### src/logic/rss_pkg.sv
package rss_pkg;

    ////////////////////////////////////////////////////////////////////////////////
    // timing
    localparam int unsigned RSS_CLK_MHZ            = 50;
    localparam int unsigned RSS_PHASE_TIME_NS      = 1000;
    localparam int unsigned RSS_PHASE_CYCLES       = (RSS_PHASE_TIME_NS * RSS_CLK_MHZ + 999) / 1000;
    localparam int unsigned RSS_WDG_FACTORY_MS     = 1500;
    localparam logic [31:0] RSS_WDG_FACTORY_CYCLES =
        32'(RSS_WDG_FACTORY_MS * RSS_CLK_MHZ * 1000);
    localparam int unsigned RSS_RST_SYNC_STAGES    = 2;

    ////////////////////////////////////////////////////////////////////////////////
    // register map, byte addresses
    localparam int unsigned RSS_AW        = 5;
    localparam logic [4:0]  RSS_OFS_CTRL  = 5'h00;
    localparam logic [4:0]  RSS_OFS_WDG   = 5'h04;
    localparam logic [4:0]  RSS_OFS_ERR   = 5'h08;
    localparam logic [4:0]  RSS_OFS_MASK  = 5'h0C;
    localparam logic [4:0]  RSS_OFS_STATE = 5'h10;

    // control register fields
    localparam int unsigned RSS_CTRL_SHORT_SEL  = 0;
    localparam int unsigned RSS_CTRL_ONLINE_GO  = 1;
    localparam int unsigned RSS_CTRL_PLL_EN     = 2;
    localparam int unsigned RSS_CTRL_OFFLINE_EN = 3;
    localparam int unsigned RSS_CTRL_W          = 4;
    localparam logic [3:0]  RSS_CTRL_RST        = 4'h0;

    // error status / mask layout
    localparam int unsigned RSS_ERR_W    = 3;
    localparam logic [2:0]  RSS_ERR_RST  = 3'h0;
    localparam logic [2:0]  RSS_MASK_RST = 3'h0;

    // state register: bits 2:0 state code, bit 3 in reset sequence
    localparam int unsigned RSS_STATE_INRST = 3;

    ////////////////////////////////////////////////////////////////////////////////
    typedef struct packed {
        logic pll_unlock;
        logic wdg_timeout;
        logic hw_abort;
    } rss_err_type;

    typedef struct packed {
        logic        rd;
        logic        wr;
        logic [4:0]  addr;
        logic [3:0]  be;
        logic [31:0] wdata;
    } rss_bus_req_type;

    typedef enum logic [2:0] {
        ST_RUN,
        ST_PH1,
        ST_PH2,
        ST_PH3_DEST,
        ST_PH3_FUNC,
        ST_OFFLINE,
        ST_ONLINE
    } rss_state_type;

endpackage

### src/logic/rss_pin_sync.sv
`timescale 1ns/10ps
module rss_pin_sync #(
    parameter int unsigned     W       = 1,
    parameter logic [W-1:0]    RST_VAL = '0
) (
    input  wire logic         clk_i,    // system clock
    input  wire logic         rst_n_i,  // synchronised reset
    input  wire logic [W-1:0] d_i,      // asynchronous pin levels
    output logic      [W-1:0] q_o       // filtered levels
);
    logic [W-1:0] s1_q;
    logic [W-1:0] s2_q;
    logic [W-1:0] s3_q;
    logic [W-1:0] q_d;

    // a bit changes only once stages two and three agree
    assign q_d = (s2_q & s3_q) | (q_o & (s2_q ^ s3_q));

    always_ff @(posedge clk_i or negedge rst_n_i) begin
        if (!rst_n_i) begin
            s1_q <= RST_VAL;
            s2_q <= RST_VAL;
            s3_q <= RST_VAL;
            q_o  <= RST_VAL;
        end else begin
            s1_q <= d_i;
            s2_q <= s1_q;
            s3_q <= s2_q;
            q_o  <= q_d;
        end
    end
endmodule

### src/logic/rss_sequencer.sv
// Functional notes
// - short-select bit set makes external pin reset take the short sequence
// - self-test wait is bounded by the programmed watchdog end count
// - hardware abort of online self-test sets the abort flag
// - watchdog expiry before self-test completion sets the timeout flag
// - pll lock loss during online self-test with pll enabled sets unlock flag
// - watchdog expiry in reset sequence issues device reset and exits sequence
// - watchdog interval defaults to 1.5 s, replaceable from config record
// - long external reset enters the sequence at phase one
// - destructive reset enters at the phase three destructive point
// - functional reset enters at the phase three functional point
// - low-voltage detect on any supply enters the reset sequence
//
// The register offsets and the Avalon-MM interface to the registers were chosen for this implementation.
`timescale 1ns/10ps
module rss_sequencer #(
    parameter int unsigned N_LVD       = 3,
    parameter logic [31:0] WDG_CYCLES  = rss_pkg::RSS_WDG_FACTORY_CYCLES,
    parameter int unsigned PHASE_CYC   = rss_pkg::RSS_PHASE_CYCLES
) (
    input  wire logic              clk_i,                 // 50 MHz system clock
    input  wire logic              rst_n_i,               // async reset, active low
    input  wire logic              avs_read,              // avalon read
    input  wire logic              avs_write,             // avalon write
    input  wire logic [4:0]        avs_address,           // byte address
    input  wire logic [3:0]        avs_byteenable,        // write lanes
    input  wire logic [31:0]       avs_writedata,         // write data
    output logic      [31:0]       avs_readdata,          // read data, registered
    output logic                   avs_waitrequest,       // stall
    input  wire logic              power_on_reset_in_n_i, // supervisor pin, low active
    input  wire logic              ext_reset_n_i,         // external reset pin
    input  wire logic [N_LVD-1:0]  lvd_i,                 // low-voltage detects
    input  wire logic              pll_locked_i,          // pll lock status
    input  wire logic              dest_req_i,            // destructive request
    input  wire logic              func_req_i,            // functional request
    input  wire logic              selftest_done_i,       // self-test finished
    input  wire logic              cfg_load_i,            // config record valid pulse
    input  wire logic [31:0]       cfg_wdg_value_i,       // config record interval
    output logic                   device_reset_o,        // one-cycle device reset
    output logic                   in_reset_o,            // reset sequence active
    output logic                   online_run_o,          // online self-test running
    output logic                   offline_run_o,         // offline self-test running
    output logic                   selftest_abort_o,      // one-cycle abort pulse
    output logic                   irq_o                  // level interrupt
);
    ////////////////////////////////////////////////////////////////////////////////
    // reset release
    logic [rss_pkg::RSS_RST_SYNC_STAGES-1:0] rst_sh_q;
    logic                                    rst_n;

    always_ff @(posedge clk_i or negedge rst_n_i) begin
        if (!rst_n_i) begin
            rst_sh_q <= '0;
        end else begin
            rst_sh_q <= {rst_sh_q[rss_pkg::RSS_RST_SYNC_STAGES-2:0], 1'b1};
        end
    end
    assign rst_n = rst_sh_q[rss_pkg::RSS_RST_SYNC_STAGES-1];

    ////////////////////////////////////////////////////////////////////////////////
    // pins
    logic [N_LVD+2:0] pin_raw;
    logic [N_LVD+2:0] pin_s;
    logic             por_act;
    logic             ext_act;
    logic             lvd_act;
    logic             pll_lock;

    assign pin_raw = {pll_locked_i, power_on_reset_in_n_i, ext_reset_n_i, lvd_i};

    rss_pin_sync #(
        .W       (N_LVD + 3),
        .RST_VAL ({3'h7, {N_LVD{1'b0}}})
    ) u_sync (
        .clk_i   (clk_i),
        .rst_n_i (rst_n),
        .d_i     (pin_raw),
        .q_o     (pin_s)
    );

    assign lvd_act  = |pin_s[N_LVD-1:0];
    assign ext_act  = ~pin_s[N_LVD];
    assign por_act  = ~pin_s[N_LVD+1];
    assign pll_lock = pin_s[N_LVD+2];

    ////////////////////////////////////////////////////////////////////////////////
    // registers and bus
    rss_pkg::rss_bus_req_type  req;
    rss_pkg::rss_state_type    state_q;
    rss_pkg::rss_state_type    state_d;
    rss_pkg::rss_err_type      err_q;
    rss_pkg::rss_err_type      err_set;
    logic [rss_pkg::RSS_CTRL_W-1:0] ctrl_q;
    logic [31:0]               wdg_q;
    logic [2:0]                mask_q;
    logic                      ack_q;
    logic                      wr_fire;
    logic [31:0]               wmask;
    logic [31:0]               rd_mux;
    logic                      wr_ctrl;
    logic                      wr_wdg;
    logic                      wr_err;
    logic                      wr_mask;
    logic                      short_sel;
    logic                      online_go;

    function automatic logic [31:0] lane_mask(input logic [3:0] be);
        lane_mask = {{8{be[3]}}, {8{be[2]}}, {8{be[1]}}, {8{be[0]}}};
    endfunction

    function automatic logic [31:0] merge(input logic [31:0] old, input logic [31:0] nw,
                                          input logic [31:0] m);
        merge = (old & ~m) | (nw & m);
    endfunction

    assign req             = '{rd: avs_read, wr: avs_write, addr: avs_address,
                               be: avs_byteenable, wdata: avs_writedata};
    // one wait cycle on every access, answer on the second edge
    assign avs_waitrequest = (req.rd | req.wr) & ~ack_q;
    assign wr_fire         = req.wr & ack_q;
    assign wmask           = lane_mask(req.be);
    assign wr_ctrl         = wr_fire && (req.addr == rss_pkg::RSS_OFS_CTRL);
    assign wr_wdg          = wr_fire && (req.addr == rss_pkg::RSS_OFS_WDG);
    assign wr_err          = wr_fire && (req.addr == rss_pkg::RSS_OFS_ERR);
    assign wr_mask         = wr_fire && (req.addr == rss_pkg::RSS_OFS_MASK);
    assign short_sel       = ctrl_q[rss_pkg::RSS_CTRL_SHORT_SEL];
    assign online_go       = wr_ctrl && wmask[rss_pkg::RSS_CTRL_ONLINE_GO]
                             && req.wdata[rss_pkg::RSS_CTRL_ONLINE_GO];

    assign rd_mux = (req.addr == rss_pkg::RSS_OFS_CTRL)  ? 32'(ctrl_q) :
                    (req.addr == rss_pkg::RSS_OFS_WDG)   ? wdg_q :
                    (req.addr == rss_pkg::RSS_OFS_ERR)   ? 32'(err_q) :
                    (req.addr == rss_pkg::RSS_OFS_MASK)  ? 32'(mask_q) :
                    (req.addr == rss_pkg::RSS_OFS_STATE) ? 32'({in_reset_o, state_q}) :
                    32'h0000_0000;

    always_ff @(posedge clk_i or negedge rst_n) begin
        if (!rst_n) begin
            ack_q        <= 1'b0;
            avs_readdata <= 32'h0000_0000;
        end else begin
            ack_q <= (req.rd | req.wr) & ~ack_q;
            if (req.rd && !ack_q) begin
                avs_readdata <= rd_mux;
            end
        end
    end

    // go bit is a pulse; it never reads back as one
    always_ff @(posedge clk_i or negedge rst_n) begin
        if (!rst_n) begin
            ctrl_q <= rss_pkg::RSS_CTRL_RST;
            mask_q <= rss_pkg::RSS_MASK_RST;
        end else begin
            if (wr_ctrl) begin
                ctrl_q <= 4'(merge(32'(ctrl_q), req.wdata, wmask)) & 4'hD;
            end
            if (wr_mask) begin
                mask_q <= 3'(merge(32'(mask_q), req.wdata, wmask));
            end
        end
    end

    // interval comes up at the factory value; a record load or software replaces it
    always_ff @(posedge clk_i or negedge rst_n) begin
        if (!rst_n) begin
            wdg_q <= WDG_CYCLES;
        end else if (wr_wdg) begin
            wdg_q <= merge(wdg_q, req.wdata, wmask);
        end else if (cfg_load_i) begin
            wdg_q <= cfg_wdg_value_i;
        end
    end

    ////////////////////////////////////////////////////////////////////////////////
    // watchdog and phase timer
    logic [31:0] wdg_cnt_q;
    logic [15:0] ph_cnt_q;
    logic        wdg_exp;
    logic        ph_done;
    logic        in_seq;
    logic        busy;

    assign in_seq  = (state_q != rss_pkg::ST_RUN) && (state_q != rss_pkg::ST_ONLINE);
    assign busy    = state_q != rss_pkg::ST_RUN;
    // a zero end count expires in the first busy cycle
    assign wdg_exp = busy && (wdg_cnt_q >= wdg_q);
    assign ph_done = ph_cnt_q == 16'(PHASE_CYC - 1);

    always_ff @(posedge clk_i or negedge rst_n) begin
        if (!rst_n) begin
            wdg_cnt_q <= 32'h0000_0000;
            ph_cnt_q  <= 16'h0000;
        end else begin
            wdg_cnt_q <= (!busy || wdg_exp) ? 32'h0000_0000 : wdg_cnt_q + 32'h0000_0001;
            ph_cnt_q  <= (state_d != state_q || ph_done) ? 16'h0000 : ph_cnt_q + 16'h0001;
        end
    end

    ////////////////////////////////////////////////////////////////////////////////
    // entry decode, watchdog expiry has the last word
    logic ent_ph1;
    logic ent_dest;
    logic ent_func;
    logic hold_req;

    assign ent_ph1  = por_act | lvd_act | (ext_act & ~short_sel);
    assign ent_dest = dest_req_i & ~ent_ph1;
    assign ent_func = ~ent_ph1 & ~dest_req_i & (func_req_i | (ext_act & short_sel));
    assign hold_req = ent_ph1 | ent_dest | ent_func;

    always_comb begin
        state_d = state_q;
        if (wdg_exp) begin
            state_d = rss_pkg::ST_RUN;
        end else if (ent_ph1) begin
            state_d = rss_pkg::ST_PH1;
        end else if (ent_dest) begin
            state_d = rss_pkg::ST_PH3_DEST;
        end else if (ent_func) begin
            state_d = rss_pkg::ST_PH3_FUNC;
        end else begin
            unique case (state_q)
                rss_pkg::ST_RUN: begin
                    if (online_go) begin
                        state_d = rss_pkg::ST_ONLINE;
                    end
                end
                rss_pkg::ST_PH1: begin
                    if (ph_done) begin
                        state_d = rss_pkg::ST_PH2;
                    end
                end
                rss_pkg::ST_PH2: begin
                    if (ph_done) begin
                        state_d = rss_pkg::ST_PH3_DEST;
                    end
                end
                rss_pkg::ST_PH3_DEST: begin
                    if (ph_done) begin
                        state_d = rss_pkg::ST_PH3_FUNC;
                    end
                end
                rss_pkg::ST_PH3_FUNC: begin
                    if (ph_done) begin
                        state_d = ctrl_q[rss_pkg::RSS_CTRL_OFFLINE_EN] ?
                                  rss_pkg::ST_OFFLINE : rss_pkg::ST_RUN;
                    end
                end
                rss_pkg::ST_OFFLINE,
                rss_pkg::ST_ONLINE: begin
                    if (selftest_done_i) begin
                        state_d = rss_pkg::ST_RUN;
                    end
                end
                default: begin
                    state_d = rss_pkg::ST_PH1;
                end
            endcase
        end
    end

    ////////////////////////////////////////////////////////////////////////////////
    // error flags, set beats a write-one-to-clear in the same cycle
    logic self_run;
    logic abort_now;

    assign self_run  = (state_q == rss_pkg::ST_ONLINE) || (state_q == rss_pkg::ST_OFFLINE);
    assign abort_now = (state_q == rss_pkg::ST_ONLINE) && !wdg_exp && hold_req;
    assign err_set   = '{pll_unlock:  (state_q == rss_pkg::ST_ONLINE)
                                      && ctrl_q[rss_pkg::RSS_CTRL_PLL_EN] && !pll_lock,
                         wdg_timeout: self_run && wdg_exp,
                         hw_abort:    abort_now};

    always_ff @(posedge clk_i or negedge rst_n) begin
        if (!rst_n) begin
            err_q            <= rss_pkg::RSS_ERR_RST;
            state_q          <= rss_pkg::ST_PH1;
            device_reset_o   <= 1'b0;
            selftest_abort_o <= 1'b0;
        end else begin
            err_q            <= (err_q & ~(wr_err ? req.wdata[2:0] & wmask[2:0] : 3'h0))
                                | err_set;
            state_q          <= state_d;
            device_reset_o   <= wdg_exp;
            selftest_abort_o <= abort_now;
        end
    end

    assign in_reset_o    = in_seq;
    assign online_run_o  = state_q == rss_pkg::ST_ONLINE;
    assign offline_run_o = state_q == rss_pkg::ST_OFFLINE;
    assign irq_o         = |(err_q & mask_q);
endmodule

### config.mk
export PLATFORM = sky130hd
export DESIGN_NAME = rss_sequencer
export DESIGN_NICKNAME = d
export VERILOG_FILES = /design/src/logic/rss_pkg.sv /design/src/logic/rss_pin_sync.sv /design/src/logic/rss_sequencer.sv
export SDC_FILE = /design/constraint.sdc
export NUM_CORES = 1
export LEC_CHECK = 0
export ABC_CLOCK_PERIOD_IN_PS = 6150
export BUFFER_PORTS_ARGS = -buffer_cell sky130_fd_sc_hd__buf_2
export CAP_MARGIN = 20
export CORE_MARGIN = 1
export CORE_UTILIZATION = 41
export DETAILED_ROUTE_END_ITERATION = 8
export HOLD_SLACK_MARGIN = 0.03
export SLEW_MARGIN = 25
export SYNTH_ARGS = -nofsm -noshare
export SYNTH_HDL_FRONTEND = slang
export SYNTH_HIERARCHICAL = 1
export SYNTH_SLANG_ARGS = --single-unit
### constraint.sdc
create_clock -name clk_i -period 6.15 [get_ports clk_i]
set_input_delay 1.23 -clock clk_i [delete_from_list [all_inputs] [get_ports clk_i]]
set_output_delay 1.23 -clock clk_i [all_outputs]
set_load 0.05 [all_outputs]
[After elaboration in Yosys (flattened, before gate mapping)]
Cells that the tools add are included.
Word-level totals
  register bits after elaboration: 153
  logic and storage cells: 120
Cells by class
  equal/unequal tests: 13
  multiplexer cells: 22
  $add $sub $neg: 2
  reductions and logical operators: 28
  order comparisons: 1
  bitwise logic cells: 36
Operators by type and width (number)
  two-way mux 32 bit: 5
  AND 32 bit: 2
  two-way mux 3 bit: 12
  adder 32 x 1 -> 32 bit, second input constant: 1
  >= comparator 32 bit: 1
  inverter 32 bit: 1
  bitwise OR 32 bit: 1
  case mux 3 bit (6 select lines): 1
  adder 16 x 1 -> 16 bit, second input constant: 1
  equality test 16 x 6 -> 1 bit, second input constant: 1
  two-way mux 16 bit: 1
  logical AND 1 bit: 14
  AND 3 bit: 4
  AND 6 bit: 2
  two-way mux 4 bit: 3
  equality test 5 x 4 -> 1 bit, second input constant: 2
  equality test 3 bit, second input constant: 3
  AND 1 bit: 7
  equality test 3 x 2 -> 1 bit, second input constant: 2
  inverter 1 bit: 6
  bitwise OR 1 bit: 6
  bitwise OR 3 bit: 2
  bitwise OR 6 bit: 1
  OR reduction 3 bit: 2
  other kinds (16): 21

[Depth between registers and ports, before layout]
Gate-level depths: netlist of run 1.
  depth in word-level cells: 13
  gate-level depth with buffers: 11
  gate-level depth less buffers: 10

[By module]
Netlist of run 1, hierarchy kept.
Modules (own cells, without submodules)
  rss_sequencer: sequential area each 3241.9 µm², area an instance 6800.3 µm², instances 1, cells an instance 740
  rss_pin_sync: sequential area each 615.6 µm², area an instance 735.7 µm², instances 1, cells an instance 36

[Worst setup path before layout of run 1]
No wires, ideal clock.
  path type: input to register
  from: input avs_address[1]
  to: register ph_cnt_q[9]
  stages on the path: 9
  data arrival time: 3264 ps
  buffers on the path: 2
  slack: 2814 ps
  path through: or3_1 -> buf_2 -> nor4_4 -> and3_2 -> nor2_1 -> a2111o_1 -> a221o_2 -> buf_6 -> nor2_1
On the way
  longest elaborated chain between the ends: 13
Ends and longest elaborated chain
  start, declared: RTL line rss_sequencer.sv:25  | input wire logic [4:0] avs_address,
  logical NOT 5 bit: RTL line rss_sequencer.sv:122  | assign wr_ctrl = wr_fire && (req.addr == rss_pkg::RSS_OFS_CTRL);
  logical AND 1 bit: RTL line rss_sequencer.sv:122
  logical AND 1 bit: RTL line rss_sequencer.sv:127  | assign online_go = wr_ctrl && wmask[rss_pkg::RSS_CTRL_ONLINE_GO]
  logical AND 1 bit: RTL line rss_sequencer.sv:128  | && req.wdata[rss_pkg::RSS_CTRL_ONLINE_GO];
  two-way mux 3 bit: RTL line rss_sequencer.sv:225  | if (online_go) begin
  case mux 3 bit (6 select lines): RTL line rss_sequencer.sv:223  | unique case (state_q)
  two-way mux 3 bit: RTL line rss_sequencer.sv:220  | end else if (ent_func) begin
  two-way mux 3 bit: RTL line rss_sequencer.sv:218  | end else if (ent_dest) begin
  two-way mux 3 bit: RTL line rss_sequencer.sv:216  | end else if (ent_ph1) begin
  two-way mux 3 bit: RTL line rss_sequencer.sv:214  | if (wdg_exp) begin
  != test 3 bit: RTL line rss_sequencer.sv:196  | ph_cnt_q <= (state_d != state_q || ph_done) ? 16'h0000 : ph_cnt_q + 16'h0001;
  logical OR 1 bit: RTL line rss_sequencer.sv:196
  two-way mux 16 bit: RTL line rss_sequencer.sv:196
  end signal, assigned: RTL line rss_sequencer.sv:196
  end, declared: RTL line rss_sequencer.sv:178  | logic [15:0] ph_cnt_q;
Every way passes these cells.
A chain may end at the register's enable or synchronous reset.

==> impl_metrics.env, run 1 <==
export IMPL_post_route_cells_drive_above_1_share_pct=21.8
export IMPL_htreeDepth=4
export IMPL_cts_hold_buf=0
export IMPL_timing_final_hold_violations=0
export IMPL_fin_ws_ns=2.39
export IMPL_crit_fanout=32
export IMPL_die_y_um=138
export IMPL_cts_buffer_depth=2
export IMPL_most_common_layout_cells="dfrtp_1 (129), buf_2 (125), nand2_1 (113), nor2_1 (79), o21ai_0 (66)"
export IMPL_grt_max_degree=68
export IMPL_synth_seq_cells=153
export IMPL_dp_hpwl_um=13900
export IMPL_synthCells=776
export IMPL_synth_distinct_cells=60
export IMPL_die_x_um=138
export IMPL_slew_headroom_pct=41.3
export IMPL_status="complete, no violations"
export IMPL_clk_pin_slew_worst_paths_ns=0.06
export IMPL_leakagePower_nw=4.34
export IMPL_post_route_min_period_ns=3.76
export IMPL_rsz0062_at_grt="false"
export IMPL_slowest_delay_ns=0.79
export IMPL_n_fill_cell=1688
export IMPL_grt_overflow_total=0
export IMPL_synth_edf_count=0
export IMPL_maxCapViolCount=0
export IMPL_max_freq_mhz=266
export IMPL_cp_required_ns=6.43
export IMPL_cts_tree="yes"
export IMPL_path_delay_family="simple AND/OR/NAND/NOR gates"
export IMPL_cts_sinks=153
export IMPL_grt_pass1_wl_um=30000
export IMPL_numCtsBuffers=17
export IMPL_ys_warn_count=6
export IMPL_routed_wl_um=18600
export IMPL_dp_slack_ns=1.99
export IMPL_cts_resized=0
export IMPL_ys_seq_area_share_pct=51.2
export IMPL_drc_errors=0
export IMPL_ant_nets=0
export IMPL_io_buffer_count=125
export IMPL_critical_path_class="primary input to flop"
export IMPL_ys_flop_type="dfrtp_1"
export IMPL_diodes=0
export IMPL_skew_ns=0.00572
export IMPL_syn_to_final_growth_pct=19.0
export IMPL_num_vias=5944
export IMPL_p_per_area_nw_per_um2=311
export IMPL_clock_latency_ns=0.42
export IMPL_io_pins=126
export IMPL_async_flop_share_pct=100
export IMPL_endpoint_kind="flop"
export IMPL_dr_pass1_iters=5
export IMPL_stdcell_count=1136
export IMPL_final_nets=1022
export IMPL_worst_pin_slew_ns=0.881
export IMPL_path_buf_inv=2
export IMPL_dr_first_iter_drc_count=412
export IMPL_grt_usage_pct=21.0
export IMPL_post_cts_buffers=0
export IMPL_synth_area_um2=7540
export IMPL_final_period_utilization_pct=61.2
export IMPL_core_area_um2=18000
export IMPL_grt_pass1_vias=5802
export IMPL_fin_util_pct=49.9
export IMPL_final_common_cell="dfrtp_1"
export IMPL_finalSetupViolations=0
export IMPL_start_kind="primary input"
export IMPL_fin_setup_tns_ns=0
export IMPL_hold_path_class="flop to flop"
export IMPL_initial_core_util_pct=42.0
export IMPL_wire_per_inst_um=16.4
export IMPL_place_inst=1104
export IMPL_path_cells="buf_2 > or3_1 > nor2_1 > and2_0 > buf_4 > and3_1 > nor2_1 > nor2_1 > o21ai_0"
export IMPL_syn_area_per_cell_um2=9.71
export IMPL_die_area_um2=18900
export IMPL_antenna_found_initial=0
export IMPL_syn_num_nets=904
export IMPL_gp_congestion=0.828
export IMPL_cp_common_cell="nor2_1"
export IMPL_vdd_drop_max_mv=0.229
export IMPL_viasPerCell=5.23
export IMPL_slew_viol_final=0
export IMPL_num_rows=49
export IMPL_crit_arrival_ns=4.04
export IMPL_cp_slowest_cell="and3_1"
export IMPL_clockRootBuffer="clkbuf_16"
==> cell usage after synthesis, types with 11 or more instances <==
| cell type | n | share of area (%) |
|---|---|---|
| nor3_1 | 13 | 0.86 |
| nand2_1 | 113 | 5.6 |
| xor2_1 | 27 | 3.1 |
| a32oi_1 | 24 | 2.8 |
| dfrtp_1 | 130 | 43 |
| nor2_1 | 79 | 3.9 |
| nand4_1 | 17 | 1.4 |
| xnor2_1 | 16 | 1.9 |
| a21oi_1 | 21 | 1.4 |
| and3_1 | 11 | 0.91 |
| o21ai_0 | 66 | 4.4 |
| clkbuf_1 | 28 | 1.4 |
| inv_1 | 46 | 2.3 |
| ha_1 | 41 | 6.8 |
| dfstp_2 | 23 | 8.0 |
| nand3_1 | 24 | 1.6 |
==> worst reg2reg max path: stages (launching register included) <==
cell and delay (ns):
dfstp_2 0.53, inv_1 0.06, ha_1 0.31, a21oi_1 0.12, o21ai_0 0.14, a211oi_1 0.23, o21ai_0 0.25, a22o_1 0.31
a2111o_1 0.31, a221o_2 0.51, nor2_1 0.15
==> routing by layer <==
metal	global-route usage (%)	share of wire, %
met2	31.8	45
met5	0	0
met3	4.23	4.7
met1	29.4	48
met4	8.12	2.2
==> through the flow <==
step	area, um^2	total power [W]	hold WS [ns]
final	8970	0.00278	0.348
after global routing	8970	0.00294	0.362
after CTS	8960	0.00281	0.350
after detailed placement	8370	0.00175	0.336
after global placement	8370	0.00174	0.334
after floorplan	7540	0.00158	0.331
==> cell type report <==
cell class | count | area, um^2 | area share [%]
clock buffers | 24 | 472 | 5.26
well taps | 229 | 287 | 3.20
clock inverters | 8 | 120 | 1.34
multi-input cells | 545 | 3380 | 37.7
flip-flops and latches | 153 | 3860 | 43.1
inverters | 46 | 173 | 1.93
repair buffers | 131 | 671 | 7.48
==> final timing paths <==
kind | from | end | slack, ns | cells after the start
worst min-delay path | u_sync/s1_q[0] | u_sync/s2_q[0] | 0.35 | 0
worst max register to register | flop | ph_cnt_q[13] | 3.14 | 10
worst max-delay path | avs_address[1] | flop | 2.39 | 9
max in group asynchronous | rst_sh_q[1] | ph_cnt_q[11] | 4.46 | 1
min in group asynchronous | rst_sh_q[1] | avs_readdata[4] | 0.38 | 0
worst min register to register | u_sync/s1_q[0] | u_sync/s2_q[0] | 0.35 | 0
==> report_power, final <==
part | internal (W) | total [W] | switching [W] | leakage [nW]
Sequential | 0.00112 | 0.00123 | 0.000114 | 1.95
Clock | 0.000658 | 0.00106 | 0.000398 | 0.284
Combinational | 0.000188 | 0.000497 | 0.000309 | 2.11
Total | 0.00196 | 0.00278 | 0.000821 | 4.34
==> kinds of logic (layout without fill, tap and decap cells) <==
family / count (synthesis) / count (layout) / share of synthesized area [%]
compound gates: 164 / 164 / 14.4
xor+xnor: 43 / 43 / 5.00
fa+ha+maj: 41 / 41 / 6.81
buf+inv: 78 / 209 / 4.02
flops: 153 / 153 / 51.2
mux: 10 / 10 / 1.44
other cells: 1 / 1 / 0.0498
simple gates: 286 / 286 / 17.1
Note: power is estimated with default switching activity, not from simulation.
==> run 2: changes to the inputs <==
Settings changed: ABC_CLOCK_PERIOD_IN_PS 6150 to 3740.
Clock period 6.15 ns to 3.74 ns, I/O delays scaled along.
==> run 2 against run 1 <==
Compared with the run above:
- clock skew up 0.0023 ns
- critical path type is now flop to flop
- largest power group unchanged
- highest routed layer unchanged
- first-iteration DRC count decreased by 3.2%
- via count rose by 1.4%
- register-to-register slack worse by 2.4 ns
- hold slack got worse by 0.25 ns
==> impl_metrics.env, run 2 (synthesis results as in run 1) <==
export IMPL_status="complete, no violations"
export IMPL_dp_hpwl_um=13800
export IMPL_multiInputGateArea_um2=3380
export IMPL_clockRootBuffer="clkbuf_16"
export IMPL_clk_pin_slew_worst_paths_ns=0.06
export IMPL_start_kind="flop"
export IMPL_io_buffer_count=125
export IMPL_leakagePower_nw=4.37
export IMPL_maxCapViolCount=0
export IMPL_hold_path_class="primary input to async pin"
export IMPL_core_area_um2=18000
export IMPL_p_per_area_nw_per_um2=510
export IMPL_endpoint_kind="flop"
export IMPL_wl_met1_um=8890
export IMPL_fin_setup_tns_ns=0
export IMPL_grt_usage_pct=20.9
export IMPL_timing_final_hold_violations=0
export IMPL_crit_arrival_ns=3.31
export IMPL_dpl_cell_area_um2=8400
export IMPL_worst_pin_slew_ns=0.812
export IMPL_top_layer="met4"
export IMPL_final_nets=1025
export IMPL_whs_ns=0.0950
export IMPL_wl_met2_um=8820
export IMPL_grt_max_degree=65
export IMPL_syn_to_final_growth_pct=19.3
export IMPL_post_cts_buffers=0
export IMPL_place_inst=1107
export IMPL_final_common_cell="dfrtp_1"
export IMPL_rrSetupSlack_ns=0.78
export IMPL_crit_fanout=16
export IMPL_drc_errors=0
export IMPL_num_vias=6026
export IMPL_vdd_drop_max_mv=0.291
export IMPL_grt_pass1_vias=5720
export IMPL_stdcell_count=1140
export IMPL_numCtsBuffers=17
export IMPL_die_y_um=138
export IMPL_grt_pass1_wl_um=29900
export IMPL_cts_sinks=153
export IMPL_cts_tree="yes"
export IMPL_cts_buffer_depth=2
export IMPL_n_fill_cell=1700
export IMPL_die_x_um=138
export IMPL_fin_util_pct=50.0
export IMPL_io_pins=126
export IMPL_most_common_layout_cells="dfrtp_1 (129), buf_2 (125), nand2_1 (113), nor2_1 (79), o21ai_0 (66)"
export IMPL_r2r_cells=10
export IMPL_htreeDepth=4
export IMPL_antenna_found_initial=1
export IMPL_routed_wl_um=18800
export IMPL_clock_latency_ns=0.43
export IMPL_critical_path_class="flop to flop"
export IMPL_skew_ns=0.00806
export IMPL_viasPerCell=5.29
export IMPL_design_area_um2=8990
export IMPL_dr_first_iter_drc_count=399
export IMPL_cts_resized=0
export IMPL_dr_pass1_iters=7
export IMPL_wl_met3_um=792
export IMPL_rsz0062_at_grt="false"
export IMPL_die_area_um2=18900
export IMPL_num_rows=49
export IMPL_post_route_min_period_ns=2.96
export IMPL_cts_hold_buf=0
export IMPL_slew_viol_final=0
export IMPL_r2r_end="ph_cnt_q[15]"
export IMPL_cp_required_ns=4.09
export IMPL_gp_congestion=0.828
export IMPL_ant_nets=0
export IMPL_grt_overflow_total=0
export IMPL_slew_headroom_pct=45.9
export IMPL_final_period_utilization_pct=79.2
export IMPL_initial_core_util_pct=42.0
export IMPL_finalSetupViolations=0
export IMPL_max_freq_mhz=338
export IMPL_seq_area_um2=3860
export IMPL_post_route_cells_drive_above_1_share_pct=22.1
export IMPL_wire_per_inst_um=16.5
## run 2: cell types whose count changed in the layout (fill, tap and decap cells not counted), sizes merged
cell / delta
buf: +3
diode: +1
clkinvlp: -2
clkinv: +2
## run 2: routing by layer
metal  track usage [%]  vias up
met5                 0        -
met4              8.30        0
met3              4.05       30
met2              32.2      129
met1              28.7     2915
li1                  -     2952
## run 2: layout make-up
type | instances | area share [%]
Multi-Input combinational cell | 545 | 37.6
Antenna cell | 1 | 0.0278
Clock buffer | 24 | 5.25
Inverter | 46 | 1.92
Clock inverter | 8 | 1.32
Sequential cell | 153 | 43.0
Tap cell | 229 | 3.19
Timing Repair Buffer | 134 | 7.71
## run 2: worst max-delay path by stage
stage	endpoint	cells past startpoint	slack, ns
global placement	ph_cnt_q[5]	9	0.62
detailed placement	flop	9	0.55
CTS	ph_cnt_q[8]	10	0.81
finish	ph_cnt_q[15]	10	0.78
floorplan	ph_cnt_q[9]	9	0.89
global route	ph_cnt_q[13]	10	0.59
## run 2: power breakdown
| group | total, W | switching [W] | internal, W | leakage (nW) |
|---|---|---|---|---|
| logic | 0.000812 | 0.000502 | 0.000310 | 2.12 |
| clock network | 0.00174 | 0.000661 | 0.00108 | 0.292 |
| registers | 0.00203 | 0.000192 | 0.00184 | 1.95 |
| total | 0.00459 | 0.00136 | 0.00323 | 4.37 |
## run 2: metrics by stage
stage          setup WS [ns]  power (W)
2_1_floorplan          0.886    0.00260
3_3_place_gp           0.623    0.00286
3_5_place_dp           0.553    0.00287
4_1_cts                0.809    0.00463
5_1_grt                0.592    0.00483
6_report               0.780    0.00459
## run 2: critical path, stage by stage, from the launching register on
cell and delay (ns):
dfstp_2 0.54, inv_1 0.06, ha_1 0.30, a21oi_1 0.13
o21ai_0 0.13, a211oi_1 0.21, o21ai_0 0.25, a22o_1 0.31
a2111o_1 0.30, a221o_2 0.50, nor2_1 0.15
